--- config.mk ---
export PLATFORM = sky130hd
export DESIGN_NAME = scc_synth_ctrl
export DESIGN_NICKNAME = d
export VERILOG_FILES = /design/src/logic/scc_pkg.sv /design/src/logic/scc_synth_ctrl.sv /design/src/logic/scc_lut_ram.sv
export SDC_FILE = /design/constraint.sdc
export NUM_CORES = 1
export LEC_CHECK = 0
export BUFFER_PORTS_ARGS = -buffer_cell sky130_fd_sc_hd__buf_2
export CORE_ASPECT_RATIO = 0.75
export CORE_MARGIN = 2
export CORE_UTILIZATION = 38
export DETAILED_ROUTE_END_ITERATION = 8
export PLACE_DENSITY = 0.6
export SYNTH_ARGS = -nofsm -noshare
export SYNTH_HDL_FRONTEND = slang
export SYNTH_SLANG_ARGS = --single-unit
--- constraint.sdc ---
create_clock -name core_clk -period 3.8 [get_ports core_clk]
set_input_delay 0.76 -clock core_clk [delete_from_list [all_inputs] [get_ports core_clk]]
set_output_delay 0.76 -clock core_clk [all_outputs]
set_load 0.05 [all_outputs]
--- src/logic/scc_pkg.sv ---
package scc_pkg;
  localparam int unsigned CLK_MHZ       = 100;
  localparam int unsigned CAL_US        = 142;
  localparam int unsigned SETTLE_US     = 56;
  localparam int unsigned STEP_US       = 2;
  localparam int unsigned CAL_CYC       = CAL_US * CLK_MHZ;
  localparam int unsigned SETTLE_CYC    = SETTLE_US * CLK_MHZ;
  localparam int unsigned STEP_CYC      = STEP_US * CLK_MHZ;
  localparam int unsigned CNT_W         = 17;

  localparam logic [10:0] RADIO_CFG7_ADR  = 11'h113;
  localparam logic [10:0] RADIO_CFG9_ADR  = 11'h115;
  localparam logic [10:0] OPT_ADR         = 11'h11a;
  localparam logic [10:0] RX_SETTLE_ADR   = 11'h13e;
  localparam logic [10:0] TX_SETTLE_ADR   = 11'h13f;
  localparam logic [10:0] CAL_CTRL_ADR    = 11'h338;
  localparam logic [10:0] CAL_PROG_ADR    = 11'h339;
  localparam logic [10:0] BAND_OVR_ADR    = 11'h3cb;
  localparam logic [10:0] AMPL_OVR_ADR    = 11'h3cc;
  localparam logic [10:0] OVR_EN_ADR      = 11'h3cd;
  localparam logic [10:0] CAL_OPT_ADR     = 11'h3d0;
  localparam logic [10:0] BAND_RES_ADR    = 11'h3da;
  localparam logic [10:0] AMPL_RES_ADR    = 11'h3db;
  localparam logic [10:0] LUT_FIRST_ADR   = 11'h010;
  localparam logic [10:0] LUT_LAST_ADR    = 11'h018;
  localparam int unsigned LUT_DEPTH       = 9;

  localparam logic [7:0] REG_RST         = 8'h00;
  localparam int unsigned OPT_BW_LSB      = 4;
  localparam logic [1:0] OPT_BW_CODE     = 2'h2;
  localparam int unsigned GAUSS_BIT       = 7;
  localparam int unsigned CUST_SETTLE_BIT = 3;
  localparam int unsigned SYNTH_CAL_BIT   = 0;
  localparam logic [7:0] OVR_EN_BYPASS   = 8'h03;
  localparam logic [7:0] CAL_OPT_BYPASS  = 8'h0f;
  localparam int unsigned ST_DONE_BIT     = 0;
  localparam int unsigned ST_PEND_BIT     = 1;
  localparam int unsigned ST_SETTLED_BIT  = 2;
  localparam int unsigned ST_LUT_BIT      = 3;

  localparam logic [11:0] RATE_T1 = 12'h1ef;
  localparam logic [11:0] RATE_T2 = 12'h3df;
  localparam logic [11:0] RATE_T3 = 12'h50f;
  localparam logic [11:0] RATE_T4 = 12'h6ff;
  localparam logic [11:0] RATE_T5 = 12'h95f;

  localparam logic [2:0] BW_RX_92   = 3'h0;
  localparam logic [2:0] BW_TX_130  = 3'h1;
  localparam logic [2:0] BW_TX_174A = 3'h2;
  localparam logic [2:0] BW_TX_174B = 3'h3;
  localparam logic [2:0] BW_TX_226  = 3'h4;
  localparam logic [2:0] BW_TX_305  = 3'h5;
  localparam logic [2:0] BW_TX_382  = 3'h6;
  localparam logic [2:0] BW_TX_LUT  = 3'h7;

  typedef enum logic [1:0] {
    SCC_IDLE   = 2'b00,
    SCC_CAL    = 2'b01,
    SCC_SETTLE = 2'b10,
    SCC_READY  = 2'b11
  } scc_state_t;
endpackage : scc_pkg

--- src/logic/scc_synth_ctrl.sv ---
`timescale 1ns/1ns
// Notes on behaviour
// - Receive or transmit command starts VCO calibration
// - Calibration lasts 142 us
// - Completion visible in status register 0x339
// - Default settle delay is 56 us
// - Receive entry uses 92 kHz loop bandwidth
// - Transmit bandwidth chosen from data rate
// - Eight selectable loop bandwidth configurations
// - Optional Gaussian filter on transmit bits
// - Table kept until sleep, then cleared
// - Custom enable bit selects programmed settle delay
// - Separate receive and transmit settle registers
// - Custom delay 2 to 512 us, 2 us steps
// - Calibrated band and amplitude read back
module scc_synth_ctrl #(
  parameter int unsigned CAL_CYC    = scc_pkg::CAL_CYC,
  parameter int unsigned SETTLE_CYC = scc_pkg::SETTLE_CYC,
  parameter int unsigned STEP_CYC   = scc_pkg::STEP_CYC
) (
  input  wire logic        core_clk,
  input  wire logic        rst_n,
  input  wire logic        enter_receive_cmd,
  input  wire logic        enter_transmit_cmd,
  input  wire logic        apply_config_cmd,
  input  wire logic        sleep_cmd,
  input  wire logic        mem_wr,
  input  wire logic        mem_rd,
  input  wire logic [10:0] mem_addr,
  input  wire logic [7:0]  mem_wdata,
  output logic      [7:0]  mem_rdata,
  input  wire logic [11:0] data_rate,
  input  wire logic [7:0]  vco_band_meas,
  input  wire logic [7:0]  vco_ampl_meas,
  input  wire logic        tx_bit,
  input  wire logic        tx_bit_stb,
  output logic      [2:0]  tx_shape_q,
  output logic      [2:0]  bw_sel_q,
  output logic      [7:0]  vco_band_drv_q,
  output logic      [7:0]  vco_ampl_drv_q,
  output logic             cal_active,
  output logic             synth_settled,
  output logic             receive_state,
  output logic             transmit_state
);
  localparam int unsigned CW = scc_pkg::CNT_W;

  scc_pkg::scc_state_t state_q;
  scc_pkg::scc_state_t state_d;
  logic [CW-1:0] cnt_q;
  logic [CW-1:0] settle_len;
  logic [CW-1:0] age_q;
  logic [7:0]    cfg7_q;
  logic [7:0]    cfg9_q;
  logic [7:0]    opt_q;
  logic [7:0]    rx_settle_q;
  logic [7:0]    tx_settle_q;
  logic [7:0]    cal_ctrl_q;
  logic [7:0]    band_ovr_q;
  logic [7:0]    ampl_ovr_q;
  logic [7:0]    ovr_en_q;
  logic [7:0]    cal_opt_q;
  logic [7:0]    band_res_q;
  logic [7:0]    ampl_res_q;
  logic [7:0]    reg_rdata_q;
  logic          lut_hit_q;
  logic          cal_done_q;
  logic          opt_bw_q;
  logic          dir_tx_q;
  logic          go;
  logic          bypass;
  logic          custom;
  logic          lut_range;
  logic [7:0]    lut_rdata;
  logic          lut_loaded;
  logic [7:0]    settle_reg;
  logic [2:0]    tx_bw;
  logic [2:0]    bit_hist_q;

  assign go        = enter_receive_cmd | enter_transmit_cmd;
  assign bypass    = ovr_en_q == scc_pkg::OVR_EN_BYPASS &&
                     cal_opt_q == scc_pkg::CAL_OPT_BYPASS &&
                     cal_ctrl_q[scc_pkg::SYNTH_CAL_BIT];
  assign custom    = opt_q[scc_pkg::CUST_SETTLE_BIT];
  assign lut_range = mem_addr >= scc_pkg::LUT_FIRST_ADR &&
                     mem_addr <= scc_pkg::LUT_LAST_ADR;

  // Custom delay is (value + 1) steps, so 0 gives 2 us and 255 gives 512 us
  assign settle_reg = (go ? enter_transmit_cmd : dir_tx_q) ? tx_settle_q : rx_settle_q;
  assign settle_len = custom ?
                      CW'((32'(settle_reg) + 32'd1) * STEP_CYC) :
                      CW'(SETTLE_CYC);

  scc_lut_ram #(
    .DEPTH (scc_pkg::LUT_DEPTH),
    .AW    (4)
  ) u_lut (
    .core_clk (core_clk),
    .rst_n    (rst_n),
    .clear    (sleep_cmd),
    .we       (mem_wr && lut_range),
    .addr     (4'(mem_addr - scc_pkg::LUT_FIRST_ADR)),
    .wdata    (mem_wdata),
    .rdata_q  (lut_rdata),
    .loaded_q (lut_loaded)
  );

  // Sequencer: a command restarts calibration from any state, or settling when bypassed; sleep in the same cycle wins
  always_comb begin
    state_d = state_q;
    unique case (state_q)
      scc_pkg::SCC_IDLE:   state_d = scc_pkg::SCC_IDLE;
      scc_pkg::SCC_CAL:    if (cnt_q == CW'(1)) state_d = scc_pkg::SCC_SETTLE;
      scc_pkg::SCC_SETTLE: if (cnt_q == CW'(1)) state_d = scc_pkg::SCC_READY;
      scc_pkg::SCC_READY:  state_d = scc_pkg::SCC_READY;
    endcase
    if (go) begin
      state_d = bypass ? scc_pkg::SCC_SETTLE : scc_pkg::SCC_CAL;
    end
    if (sleep_cmd) begin
      state_d = scc_pkg::SCC_IDLE;
    end
  end

  always_ff @(posedge core_clk or negedge rst_n) begin
    if (!rst_n) begin
      state_q <= scc_pkg::SCC_IDLE;
    end else begin
      state_q <= state_d;
    end
  end

  always_ff @(posedge core_clk or negedge rst_n) begin
    if (!rst_n) begin
      dir_tx_q <= 1'b0;
    end else if (go) begin
      dir_tx_q <= enter_transmit_cmd;
    end
  end

  // Cycle counter for calibration and settling
  always_ff @(posedge core_clk or negedge rst_n) begin
    if (!rst_n) begin
      cnt_q <= '0;
    end else if (state_d != state_q || go) begin
      if (state_d == scc_pkg::SCC_CAL) begin
        cnt_q <= CW'(CAL_CYC);
      end else if (state_d == scc_pkg::SCC_SETTLE) begin
        cnt_q <= settle_len;
      end else begin
        cnt_q <= '0;
      end
    end else if (cnt_q != '0) begin
      cnt_q <= cnt_q - CW'(1);
    end
  end

  // Done flag; a bypassed command cutting calibration short leaves it alone
  always_ff @(posedge core_clk or negedge rst_n) begin
    if (!rst_n) begin
      cal_done_q <= 1'b0;
    end else if (go && !bypass) begin
      cal_done_q <= 1'b0;
    end else if (state_q == scc_pkg::SCC_CAL && state_d == scc_pkg::SCC_SETTLE && !go) begin
      cal_done_q <= 1'b1;
    end
  end

  // Results latch at the end of calibration; drive outputs take overrides when bypassed
  always_ff @(posedge core_clk or negedge rst_n) begin
    if (!rst_n) begin
      band_res_q <= scc_pkg::REG_RST;
      ampl_res_q <= scc_pkg::REG_RST;
    end else if (state_q == scc_pkg::SCC_CAL && state_d == scc_pkg::SCC_SETTLE && !go) begin
      band_res_q <= vco_band_meas;
      ampl_res_q <= vco_ampl_meas;
    end
  end

  always_ff @(posedge core_clk or negedge rst_n) begin
    if (!rst_n) begin
      vco_band_drv_q <= 8'h00;
      vco_ampl_drv_q <= 8'h00;
    end else if (go && bypass) begin
      vco_band_drv_q <= band_ovr_q;
      vco_ampl_drv_q <= ampl_ovr_q;
    end else if (state_q == scc_pkg::SCC_CAL && state_d == scc_pkg::SCC_SETTLE) begin
      vco_band_drv_q <= vco_band_meas;
      vco_ampl_drv_q <= vco_ampl_meas;
    end
  end

  // Loop bandwidth pick for transmit from data rate in 100 bps units
  always_comb begin
    if (opt_bw_q && lut_loaded) tx_bw = scc_pkg::BW_TX_LUT;
    else if (data_rate <= scc_pkg::RATE_T1) tx_bw = scc_pkg::BW_TX_130;
    else if (data_rate <= scc_pkg::RATE_T2) tx_bw = scc_pkg::BW_TX_174A;
    else if (data_rate <= scc_pkg::RATE_T3) tx_bw = scc_pkg::BW_TX_174B;
    else if (data_rate <= scc_pkg::RATE_T4) tx_bw = scc_pkg::BW_TX_226;
    else if (data_rate <= scc_pkg::RATE_T5) tx_bw = scc_pkg::BW_TX_305;
    else tx_bw = scc_pkg::BW_TX_382;
  end

  always_ff @(posedge core_clk or negedge rst_n) begin
    if (!rst_n) begin
      bw_sel_q <= scc_pkg::BW_RX_92;
    end else if (go) begin
      bw_sel_q <= enter_transmit_cmd ? tx_bw : scc_pkg::BW_RX_92;
    end
  end

  // Optimized transmit bandwidth takes effect on the configure command
  always_ff @(posedge core_clk or negedge rst_n) begin
    if (!rst_n) begin
      opt_bw_q <= 1'b0;
    end else if (apply_config_cmd) begin
      opt_bw_q <= cfg7_q[scc_pkg::OPT_BW_LSB +: 2] == scc_pkg::OPT_BW_CODE;
    end
  end

  // Transmit shaping: 1-2-1 kernel when enabled, raw level otherwise
  always_ff @(posedge core_clk or negedge rst_n) begin
    if (!rst_n) begin
      bit_hist_q <= 3'h0;
    end else if (tx_bit_stb) begin
      bit_hist_q <= {bit_hist_q[1:0], tx_bit};
    end
  end

  always_ff @(posedge core_clk or negedge rst_n) begin
    if (!rst_n) begin
      tx_shape_q <= 3'h0;
    end else if (cfg9_q[scc_pkg::GAUSS_BIT]) begin
      tx_shape_q <= 3'(bit_hist_q[2]) + {1'b0, bit_hist_q[1], 1'b0} +
                    3'(bit_hist_q[0]);
    end else begin
      tx_shape_q <= {bit_hist_q[1], 2'b00};
    end
  end

  // Register writes; read-only locations ignore writes
  always_ff @(posedge core_clk or negedge rst_n) begin
    if (!rst_n) begin
      cfg7_q      <= scc_pkg::REG_RST;
      cfg9_q      <= scc_pkg::REG_RST;
      opt_q       <= scc_pkg::REG_RST;
      rx_settle_q <= scc_pkg::REG_RST;
      tx_settle_q <= scc_pkg::REG_RST;
      cal_ctrl_q  <= scc_pkg::REG_RST;
      band_ovr_q  <= scc_pkg::REG_RST;
      ampl_ovr_q  <= scc_pkg::REG_RST;
      ovr_en_q    <= scc_pkg::REG_RST;
      cal_opt_q   <= scc_pkg::REG_RST;
    end else if (mem_wr) begin
      unique case (mem_addr)
        scc_pkg::RADIO_CFG7_ADR: cfg7_q      <= mem_wdata;
        scc_pkg::RADIO_CFG9_ADR: cfg9_q      <= mem_wdata;
        scc_pkg::OPT_ADR:        opt_q       <= mem_wdata;
        scc_pkg::RX_SETTLE_ADR:  rx_settle_q <= mem_wdata;
        scc_pkg::TX_SETTLE_ADR:  tx_settle_q <= mem_wdata;
        scc_pkg::CAL_CTRL_ADR:   cal_ctrl_q  <= mem_wdata;
        scc_pkg::BAND_OVR_ADR:   band_ovr_q  <= mem_wdata;
        scc_pkg::AMPL_OVR_ADR:   ampl_ovr_q  <= mem_wdata;
        scc_pkg::OVR_EN_ADR:     ovr_en_q    <= mem_wdata;
        scc_pkg::CAL_OPT_ADR:    cal_opt_q   <= mem_wdata;
        default: ;
      endcase
    end
  end

  // Read data one cycle after the read strobe; unmapped reads give zero
  always_ff @(posedge core_clk or negedge rst_n) begin
    if (!rst_n) begin
      reg_rdata_q <= 8'h00;
      lut_hit_q   <= 1'b0;
    end else if (mem_rd) begin
      lut_hit_q <= lut_range;
      unique case (mem_addr)
        scc_pkg::RADIO_CFG7_ADR: reg_rdata_q <= cfg7_q;
        scc_pkg::RADIO_CFG9_ADR: reg_rdata_q <= cfg9_q;
        scc_pkg::OPT_ADR:        reg_rdata_q <= opt_q;
        scc_pkg::RX_SETTLE_ADR:  reg_rdata_q <= rx_settle_q;
        scc_pkg::TX_SETTLE_ADR:  reg_rdata_q <= tx_settle_q;
        scc_pkg::CAL_CTRL_ADR:   reg_rdata_q <= cal_ctrl_q;
        scc_pkg::CAL_PROG_ADR:   reg_rdata_q <= {4'h0, lut_loaded,
                                                 state_q == scc_pkg::SCC_READY,
                                                 state_q == scc_pkg::SCC_CAL,
                                                 cal_done_q};
        scc_pkg::BAND_OVR_ADR:   reg_rdata_q <= band_ovr_q;
        scc_pkg::AMPL_OVR_ADR:   reg_rdata_q <= ampl_ovr_q;
        scc_pkg::OVR_EN_ADR:     reg_rdata_q <= ovr_en_q;
        scc_pkg::CAL_OPT_ADR:    reg_rdata_q <= cal_opt_q;
        scc_pkg::BAND_RES_ADR:   reg_rdata_q <= band_res_q;
        scc_pkg::AMPL_RES_ADR:   reg_rdata_q <= ampl_res_q;
        default:                 reg_rdata_q <= 8'h00;
      endcase
    end
  end

  assign mem_rdata      = lut_hit_q ? lut_rdata : reg_rdata_q;
  assign cal_active     = state_q == scc_pkg::SCC_CAL;
  assign synth_settled  = state_q == scc_pkg::SCC_READY;
  assign receive_state  = state_q != scc_pkg::SCC_IDLE && !dir_tx_q;
  assign transmit_state = state_q != scc_pkg::SCC_IDLE && dir_tx_q;

  // Cycles spent in the present state, for checking only
  always_ff @(posedge core_clk or negedge rst_n) begin
    if (!rst_n) begin
      age_q <= '0;
    end else if (state_d != state_q || go) begin
      age_q <= CW'(1);
    end else if (age_q != '1) begin
      age_q <= age_q + CW'(1);
    end
  end

  cmd_starts_cal_a: assert property (@(posedge core_clk) disable iff (!rst_n)
    go && !bypass && !sleep_cmd |=> state_q == scc_pkg::SCC_CAL && !cal_done_q)
    else $error("Command did not start calibration");

  cal_length_a: assert property (@(posedge core_clk) disable iff (!rst_n)
    state_q == scc_pkg::SCC_CAL && state_d == scc_pkg::SCC_SETTLE && !go
    |-> age_q == CW'(CAL_CYC))
    else $error("Calibration length wrong");

  status_done_a: assert property (@(posedge core_clk) disable iff (!rst_n)
    state_q == scc_pkg::SCC_CAL && state_d == scc_pkg::SCC_SETTLE && !go |=> cal_done_q)
    else $error("Done flag missing after calibration");

  default_settle_a: assert property (@(posedge core_clk) disable iff (!rst_n)
    state_q == scc_pkg::SCC_SETTLE && state_d == scc_pkg::SCC_READY && !custom
    |-> age_q == CW'(SETTLE_CYC))
    else $error("Default settle length wrong");

  custom_settle_a: assert property (@(posedge core_clk) disable iff (!rst_n)
    state_q == scc_pkg::SCC_SETTLE && state_d == scc_pkg::SCC_READY && custom
    |-> 32'(age_q) == (32'(settle_reg) + 32'd1) * STEP_CYC)
    else $error("Custom settle length wrong");

  rx_bw_a: assert property (@(posedge core_clk) disable iff (!rst_n)
    enter_receive_cmd && !enter_transmit_cmd |=> bw_sel_q == scc_pkg::BW_RX_92)
    else $error("Receive bandwidth wrong");

  tx_bw_a: assert property (@(posedge core_clk) disable iff (!rst_n)
    enter_transmit_cmd && !opt_bw_q && data_rate > scc_pkg::RATE_T5
    |=> bw_sel_q == scc_pkg::BW_TX_382)
    else $error("Transmit bandwidth wrong");

  gauss_off_a: assert property (@(posedge core_clk) disable iff (!rst_n)
    !cfg9_q[scc_pkg::GAUSS_BIT] && !tx_bit_stb && !$changed(cfg9_q)
    |=> tx_shape_q == {$past(bit_hist_q[1]), 2'b00})
    else $error("Unshaped level wrong");

  result_latch_a: assert property (@(posedge core_clk) disable iff (!rst_n)
    state_q == scc_pkg::SCC_CAL && state_d == scc_pkg::SCC_SETTLE && !go
    |=> band_res_q == $past(vco_band_meas) && ampl_res_q == $past(vco_ampl_meas))
    else $error("Calibration result not stored");

  lut_sleep_a: assert property (@(posedge core_clk) disable iff (!rst_n)
    sleep_cmd |=> !lut_loaded && state_q == scc_pkg::SCC_IDLE)
    else $error("Table kept across sleep");
endmodule : scc_synth_ctrl

--- src/logic/scc_lut_ram.sv ---
`timescale 1ns/1ns
module scc_lut_ram #(
  parameter int unsigned DEPTH = 9,
  parameter int unsigned AW    = 4
) (
  input  wire logic          core_clk,
  input  wire logic          rst_n,
  input  wire logic          clear,
  input  wire logic          we,
  input  wire logic [AW-1:0] addr,
  input  wire logic [7:0]    wdata,
  output logic      [7:0]    rdata_q,
  output logic               loaded_q
);
  logic [7:0] mem_q [DEPTH];

  // Contents drop on clear, as when power to the table goes away
  always_ff @(posedge core_clk or negedge rst_n) begin
    if (!rst_n) begin
      for (int i = 0; i < DEPTH; i++) mem_q[i] <= 8'h00;
    end else if (clear) begin
      for (int i = 0; i < DEPTH; i++) mem_q[i] <= 8'h00;
    end else if (we && addr < AW'(DEPTH)) begin
      mem_q[addr] <= wdata;
    end
  end

  always_ff @(posedge core_clk or negedge rst_n) begin
    if (!rst_n) begin
      rdata_q <= 8'h00;
    end else begin
      rdata_q <= (addr < AW'(DEPTH)) ? mem_q[addr] : 8'h00;
    end
  end

  always_ff @(posedge core_clk or negedge rst_n) begin
    if (!rst_n) begin
      loaded_q <= 1'b0;
    end else if (clear) begin
      loaded_q <= 1'b0;
    end else if (we && addr == AW'(DEPTH - 1)) begin
      loaded_q <= 1'b1;
    end
  end
endmodule : scc_lut_ram

==> results.md, run 1 <==
* Final instance area at 0.0149 mm^2
* Clock power share at 44.8%
* Power Dens Cells at 372 mW/mm^2
* Mapped Cells at 1170
* Area growth, synth to finish at 19.3%
* Placement Setup Slack at -596 ps
* CTS tree: yes
* Slew HR at 35.6%
* Crit path launch type: register
* Worst path arrival time at 4320 ps
* DP Area at 0.0138 mm^2
* Syn_area_per_cell at 10.6 um^2
* Final setup viols at 4
* Chip height at about 160 um
* Pins Over Slew Limit at 0
* Final wirelength at around 36 mm
* Clock Path Buffers at 3
* Initial core utilization at between 30% and 40%
* Wl on met1 at 17.8 mm
* Largest net degree at the start of global routing at 101
* Hold/Removal Path Class: in -> async
* Clock transition at path regs at 60 ps
* Htree depth at 1
* Clock sink total at 233
* Max cap viols at 0
* Async SR Flop Fraction at 100%
* # IOs at 91
* Ys Warns at 0
* Met3 Wirelength at 2.14 mm
* DR vias/cell at between 5 and 6
* Final min period at between 3000 and 4000 ps
* Final Hold Violating Endpoints at 0
* CP endpoint kind: register
* Cts bufs inserted at 26
* CTS Root Cell: clkbuf_16
* WL/cell at 20.6 um
* Most frequent cells in the layout: 233 x dfrtp_1, 107 x mux2_2, 104 x nor2_1
* DRC errors left at 0
* Crit Path Class: reg -> reg
* Post-synthesis instance area at 0.0125 mm^2
* P_leak at between 6 and 7 nW
* Core Region at roughly 0.032 mm^2
* Mapped Nets at 1267
* Cts hold-fix bufs at 0
* Initial DRC Count at 754
* GP Congestion at 0.884
* Final Cycle Share at 101%
* Distinct cells, synth at 83
* Max Fclk at 261 MHz
* Pre-Repair DR Iteration Count at 5
* Skew final at 25.4 ps
* Top FF cell, synth: dfrtp_1
* Number of global-route vias before repair at 9381
* Max Used Layer: met5
* Seq pwr share at approximately 46%
* P_int at about 4.1 mW
* Routed vias at around 9.6k
* Port Buffers at 86
* Setup tns final at -75.5 ps
* Die width at ~210 um
* EDFF count, synth at 0
* Worst VDD drop at approximately 0.00032 V
* Commonest non-fill, non-tap cell in the layout: dfrtp_1
* Grt ovf at 0
* Seq/Total Area, Yosys at between 40% and 50%
* DP Wirelength at ~25 mm
* Nets at 1384
* Yosys reg bits at 233
* First-pass GRT wire length at 55.7 mm
* Failing checks: setup timing
* Met2 routed WL at 15.2 mm
* Die ar. at 0.0343 mm^2
* Tot Pwr at 5.52 mW
* Worst Tran Pin Value at 963 ps
* Status: finished with violations
* Initial antenna violation count at 3
* Post-layout util at 46.0%
* Post-DRT Antenna Nets at 0
* Setup ws final at -33.0 ps
* Gate power share at 8.8%
* Clk_lat worst skew at between 500 and 600 ps
* Share of cells above drive strength 1 at 30.0%
* CP required at 4280 ps
* RSZ-0062 raised after global routing: yes
* Row count at between 50 and 60
* CP max FO at 4
* Total GRT Usage at 21.1%
* Sw frac at 25.7%
* NetSw at ~1.4 mW
## registers in the layout, indices dropped and copies added (netlist names), 2 cells and up
register / flops
reg_rdata_q: 8
cnt_q: 17
u_lut.rdata_q: 8
bw_sel_q: 3
state_q: 2
cal_opt_q: 8
band_ovr_q: 8
u_lut.mem_q: 72
rx_settle_q: 8
bit_hist_q: 3
ampl_res_q: 8
vco_ampl_drv_q: 8
ampl_ovr_q: 8
cfg9_q: 8
ovr_en_q: 8
opt_q: 8
cfg7_q: 8
band_res_q: 8
vco_band_drv_q: 8
cal_ctrl_q: 8
tx_shape_q: 3
tx_settle_q: 8
## area by class of cell
cell class	instances	area, um^2
clock buffer	37	752
fill	3006	17400
inverter	31	119
clock inverter	5	71.3
antenna	2	5.00
tap	442	553
sequential	233	5830
timing repair buffer	155	986
multi-input combinational	840	6540
## final timing paths
check / from / endpoint / slack, ps / depth (start not counted)
worst min-delay path: rst_n / bw_sel_q[0]$_DFFE_PN0P_ / 230 / 1
worst min register to register: bw_sel_q[0]$_DFFE_PN0P_ / bw_sel_q[0]$_DFFE_PN0P_ / 470 / 2
worst max-delay path: dir_tx_q$_DFF_PN0_ / cnt_q[15]$_DFFE_PN0P_ / -30 / 18
min in group core_clk: tx_bit / bit_hist_q[0]$_DFFE_PN0P_ / 450 / 2
worst max register to register: dir_tx_q$_DFF_PN0_ / cnt_q[15]$_DFFE_PN0P_ / -30 / 18
max in group asynchronous: rst_n / u_lut.mem_q[24]$_DFFE_PN0P_ / 2620 / 2
## synth_stat cells, drive strengths merged, types with 3 or more instances
| cell type | n | share of area [%] |
|---|---|---|
| mux2i | 58 | 4.7 |
| o211ai | 4 | 0.24 |
| o21ai | 27 | 1.1 |
| a221oi | 6 | 0.42 |
| nand4 | 8 | 0.50 |
| mux2 | 108 | 9.8 |
| nand2 | 107 | 3.3 |
| dfrtp | 233 | 47 |
| a211oi | 8 | 0.48 |
| xnor2 | 12 | 0.84 |
| mux4 | 16 | 2.9 |
| ha | 36 | 3.6 |
| buf | 37 | 1.4 |
| clkbuf | 29 | 0.87 |
| nor2b | 12 | 0.60 |
| or2 | 4 | 0.20 |
| nand3b | 5 | 0.33 |
| o22ai | 19 | 0.95 |
| nor3 | 11 | 0.48 |
| o31ai | 3 | 0.18 |
| a22o | 12 | 0.84 |
| nand3 | 63 | 2.6 |
| inv | 30 | 0.90 |
| nor4 | 11 | 1.1 |
| o32ai | 3 | 0.21 |
| a22oi | 9 | 0.54 |
| and2 | 7 | 0.35 |
| nor2 | 106 | 3.2 |
| nor3b | 4 | 0.33 |
| and3 | 18 | 0.90 |
| nand2b | 8 | 0.40 |
| fa | 4 | 0.64 |
| xor2 | 16 | 1.1 |
| a31oi | 12 | 0.77 |
| a21oi | 84 | 3.5 |
## layer usage
| metal | vias to the layer above | track usage (%) |
|---|---|---|
| met5 | - | 0 |
| met4 | 2 | 5.12 |
| met3 | 38 | 3.75 |
| met2 | 279 | 29.8 |
| met1 | 4819 | 33.1 |
| li1 | 4462 | - |
## worst max-delay path, cell delays in order (launching register included)
cell       delay (ps)
dfrtp_1           370
nor2b_4           140
nor2_4            170
mux2_4            360
ha_4              200
xnor2_4           130
ha_1              310
ha_1              290
inv_2              40
fa_1              480
inv_2              50
ha_4              270
buf_6              90
nor2b_4           150
o2111ai_2         170
a31oi_2           220
xor2_1            160
nand3_1            90
o21ai_1            90
## cell families (layout without fill, tap and decap cells)
family                   count (synthesis)  after routing  synth area share, %
other                                    0              2                    0
adder cells (fa/ha/maj)                 40             40                 4.26
AND/OR/NAND/NOR                        380            380                 15.5
buffers and inverters                   97            228                 3.24
AO/OA/AOI/OAI                          210            210                 10.9
flip-flops                             233            233                 46.8
XOR/XNOR                                28             28                 1.97
multiplexers                           182            182                 17.3
## per-stage QoR
stage          instances  hold slack (ps)
5_1_grt             1744              312
3_5_place_dp        1695              462
4_1_cts             1739              282
6_report            1745              225
2_1_floorplan       1170              464
3_3_place_gp        1695              453
## timing repair
action | in CTS | in global routing
gates resized for setup | 9 | 30
endpoints found under the setup margin | 5 | 8
pin swaps | 7 | 19
hold endpoints to repair | 0 | 0
setup buffers | 2 | 5
## power by group through the flow
stage / combinational [mW] / sequential (mW) / clock, mW
4_1_cts: 0.484 / 2.56 / 2.53
2_1_floorplan: 0.257 / 2.61 / 0
3_3_place_gp: 0.474 / 2.60 / 0
6_report: 0.488 / 2.56 / 2.48
3_5_place_dp: 0.481 / 2.60 / 0
5_1_grt: 0.531 / 2.56 / 2.63
(Power assumes the default switching activity.)
==> inputs of run 2 (changes only) <==
- ABC_AREA: default -> 1
- CAP_MARGIN: default -> 20
==> run 2 against run 1 <==
Clock skew fell by 17 ps. Combinational power rose by 75%. Sequential share of layout area fell by 0.49 points. Worst setup slack got worse by 110 ps. Maximum frequency fell by 2.7%. Synthesized cell count rose by 29%. Power rose by 9.4%. The flow still finishes with violations (setup timing). Clock-buffer cell count fell by 3. Via count rose by 14%. Clock power rose by 2%. Critical path type unchanged.
==> results.md, run 2 <==
* Initial core utilization at 38.4%
* WL/cell at 17.5 um
* RSZ-0062 raised after global routing: yes
* Worst path arrival time at 4410 ps
* Top-count cell post-synth: nand2_1
* Final min period at between 3000 and 4000 ps
* Skew final at 8.11 ps
* First-pass GRT wire length at 57.9 mm
* Final setup viols at 7
* P_leak at roughly 7 nW
* CTS tree: yes
* Mapped Nets at 1604
* Initial antenna violation count at 4
* Pins Over Slew Limit at 0
* Yosys top cell area share at a little under half
* Max reg flops at 72
* Async SR Flop Fraction at 100%
* Worst Tran Pin Value at about 660 ps
* Ys Warns at 0
* Worst VDD drop at between 0.0002 and 0.00025 V
* Crit Path Class: reg -> reg
* Routed vias at 11.0k
* CP endpoint kind: register
* Grt ovf at 0
* Post-DRT Antenna Nets at 0
* DR vias/cell at 5.21
* Ranking of synthesized cells by area: dfrtp_1 47%, nand2_1 9.0%, inv_1 7.2%, o22ai_1 5.8%, o21ai_0 5.3%
* Power Dens Cells at 402 mW/mm^2
* # IOs at around 90
* Mapped Cells at between 1.5k and 2k
* Hold/Removal Path Class: in -> async
* Max cap viols at 0
* Clock sink total at 233
* Top reg by flops: u_lut.mem_q
* Setup ws final at -140 ps
* Commonest non-fill, non-tap cell in the layout: nand2_1
* Max Fclk at ~250 MHz
* Yosys reg bits at 233
* Core Region at 0.0322 mm^2
* Placement Setup Slack at -665 ps
* Crit path launch type: register
* Clock Path Buffers at 3
* Slowest stage cell, crit path: fa_1
* Max stage delay on crit path at 490 ps
* Failing checks: setup timing
* CP dominant cell by count: o21ai_4
* Clk_lat worst skew at around 540 ps
* Final Cycle Share at 104%
* GP Congestion at about 0.9
* Die width at ~210 um
* Most frequent cells in the layout: 285 x nand2_1, 233 x dfrtp_1, 225 x inv_1
* Status: finished with violations
* Cts bufs inserted at 25
* Pre-Repair DR Iteration Count at 5
* Row count at 57
* EDFF count, synth at 0
* Chip height at 160 um
* Nets at 1745
* Total GRT Usage at 21.7%
* Syn_area_per_cell at 8.22 um^2
* Final wirelength at 36.9 mm
* Share of cells above drive strength 1 at 19.9%
* Top FF cell, synth: dfrtp_1
* Largest net degree at the start of global routing at 103
* Largest regs: u_lut.mem_q: 72 flops, cnt_q: 17 flops
* DP Wirelength at 26.7 mm
* Crit path cell chain: inv_2, o21ai_4, buf_6, nand2_4, o21ai_4, nand2_2, nor2_4, buf_6, xor2_4, ha_4, ha_1, inv_1, fa_1, inv_2, ha_4, nand2_4, o21ai_4, nand4_1, nand3_1, nand3_1, nor2_1, nand2_1, a21oi_2
* CTS Root Cell: clkbuf_16
* Biggest area consumer among synthesized cells: dfrtp_1
* CP max FO at 8
* Slew HR at 55.6%
* Top cells by count, synth: 296 x nand2_1, 239 x inv_1, 233 x dfrtp_1
* Seq/Total Area, Yosys at a little under half
* Port Buffers at 86
* Initial DRC Count at 1019
* Distinct cells, synth at 50
* Clock transition at path regs at 70 ps
* Area growth, synth to finish at 21.4%
* Final instance area at 0.0150 mm^2
* Tot Pwr at 6.04 mW
* Htree depth at 1
* Final Hold Violating Endpoints at 0
* DRC errors left at 0
* CP required at 4270 ps
* DP Area at roughly 0.014 mm^2
* Die ar. at approximately 0.034 mm^2
* Number of global-route vias before repair at 10.5k
* Post-synthesis instance area at 0.0124 mm^2
-- run 2: changes by cell type after synthesis, moves of 22 or more --
cell     before  now
inv_1        29  239
nand2_1     103  296
o21ai_0      20  130
mux2_2      108    9
o22ai_1      19  114
mux2i_1      58    0
a21oi_1      83   54
nand4_1       6   28
-- run 2: cell type report --
| cell class | instances | area, um^2 |
|---|---|---|
| sequential | 233 | 5830 |
| clock inverter | 10 | 138 |
| multi-input combinational | 985 | 5900 |
| antenna | 1 | 2.50 |
| inverter | 249 | 937 |
| timing repair buffer | 154 | 985 |
| clock buffer | 34 | 699 |
| tap | 442 | 553 |
| fill | 3220 | 17200 |
-- run 2: routing by layer --
layer	wire length [um]	GRT usage [%]
met2	15700	31.7
met1	17400	32.9
met5	10	0
met3	2830	4.15
met4	895	5.53
-- run 2: cells by family (layout without fill, tap and decap cells) --
kind of cell,Yosys count,count (layout),synth area share [%]
and+or+nand+nor,569,569,21.3
AOI/OAI and AO/OA,345,345,15.9
buffers and inverters,289,447,9.02
DFF,233,233,47.1
adders and majority gates,40,40,4.28
xor gates and xnor gates,22,22,1.55
muxes,9,9,0.818
other,0,1,0
-- run 2: critical path, delay by kind of cell, from the launching register on --
family | cells | cell delay, ps
xor+xnor | 1 | 160
fa+ha+maj | 4 | 1280
flops | 1 | 370
simple gates | 9 | 850
compound gates | 4 | 720
buf+inv | 5 | 490
-- run 2: power breakdown --
group          switching (mW)  internal (mW)
Combinational           0.616          0.238
Sequential             0.0650           2.58
Clock                    1.05           1.49
Total                    1.73           4.31
-- run 2: worst paths after layout --
check                                         from                          end  slack [ps]  depth (start not counted)
max in group asynchronous                    rst_n        cfg7_q[0]$_DFFE_PN0P_        2870                          2
setup reg to reg                dir_tx_q$_DFF_PN0_        cnt_q[15]$_DFFE_PN0P_        -140                         23
hold / removal                               rst_n  u_lut.mem_q[37]$_DFFE_PN0P_          80                          1
hold reg to reg            bw_sel_q[0]$_DFFE_PN0P_      bw_sel_q[0]$_DFFE_PN0P_         480                          2
setup / recovery                dir_tx_q$_DFF_PN0_        cnt_q[15]$_DFFE_PN0P_        -140                         23
min in group core_clk                    sleep_cmd   u_lut.loaded_q$_DFFE_PN0P_         410                          2
-- run 2: metrics by stage --
stage | hold WS [ps] | utilization, % | std cells | setup TNS (ps)
finish | 79.2 | 46.7 | 2108 | -697
CTS | 76.1 | 45.8 | 2098 | -68.7
global placement | 463 | 42.6 | 2044 | -3670
floorplan | 445 | - | 1507 | -883
detailed placement | 464 | 42.6 | 2044 | -4430
global route | 84.3 | 46.7 | 2108 | -2250
-- run 2: what timing repair did --
| item | 4_1_cts | 5_1_grt |
|---|---|---|
| pin swaps | 26 | 42 |
| buffers inserted | 9 | 9 |
| cloned | 1 | 0 |
| gates resized for setup | 27 | 42 |
| hold buffers | 0 | 0 |
| setup endpoints to repair | 8 | 8 |
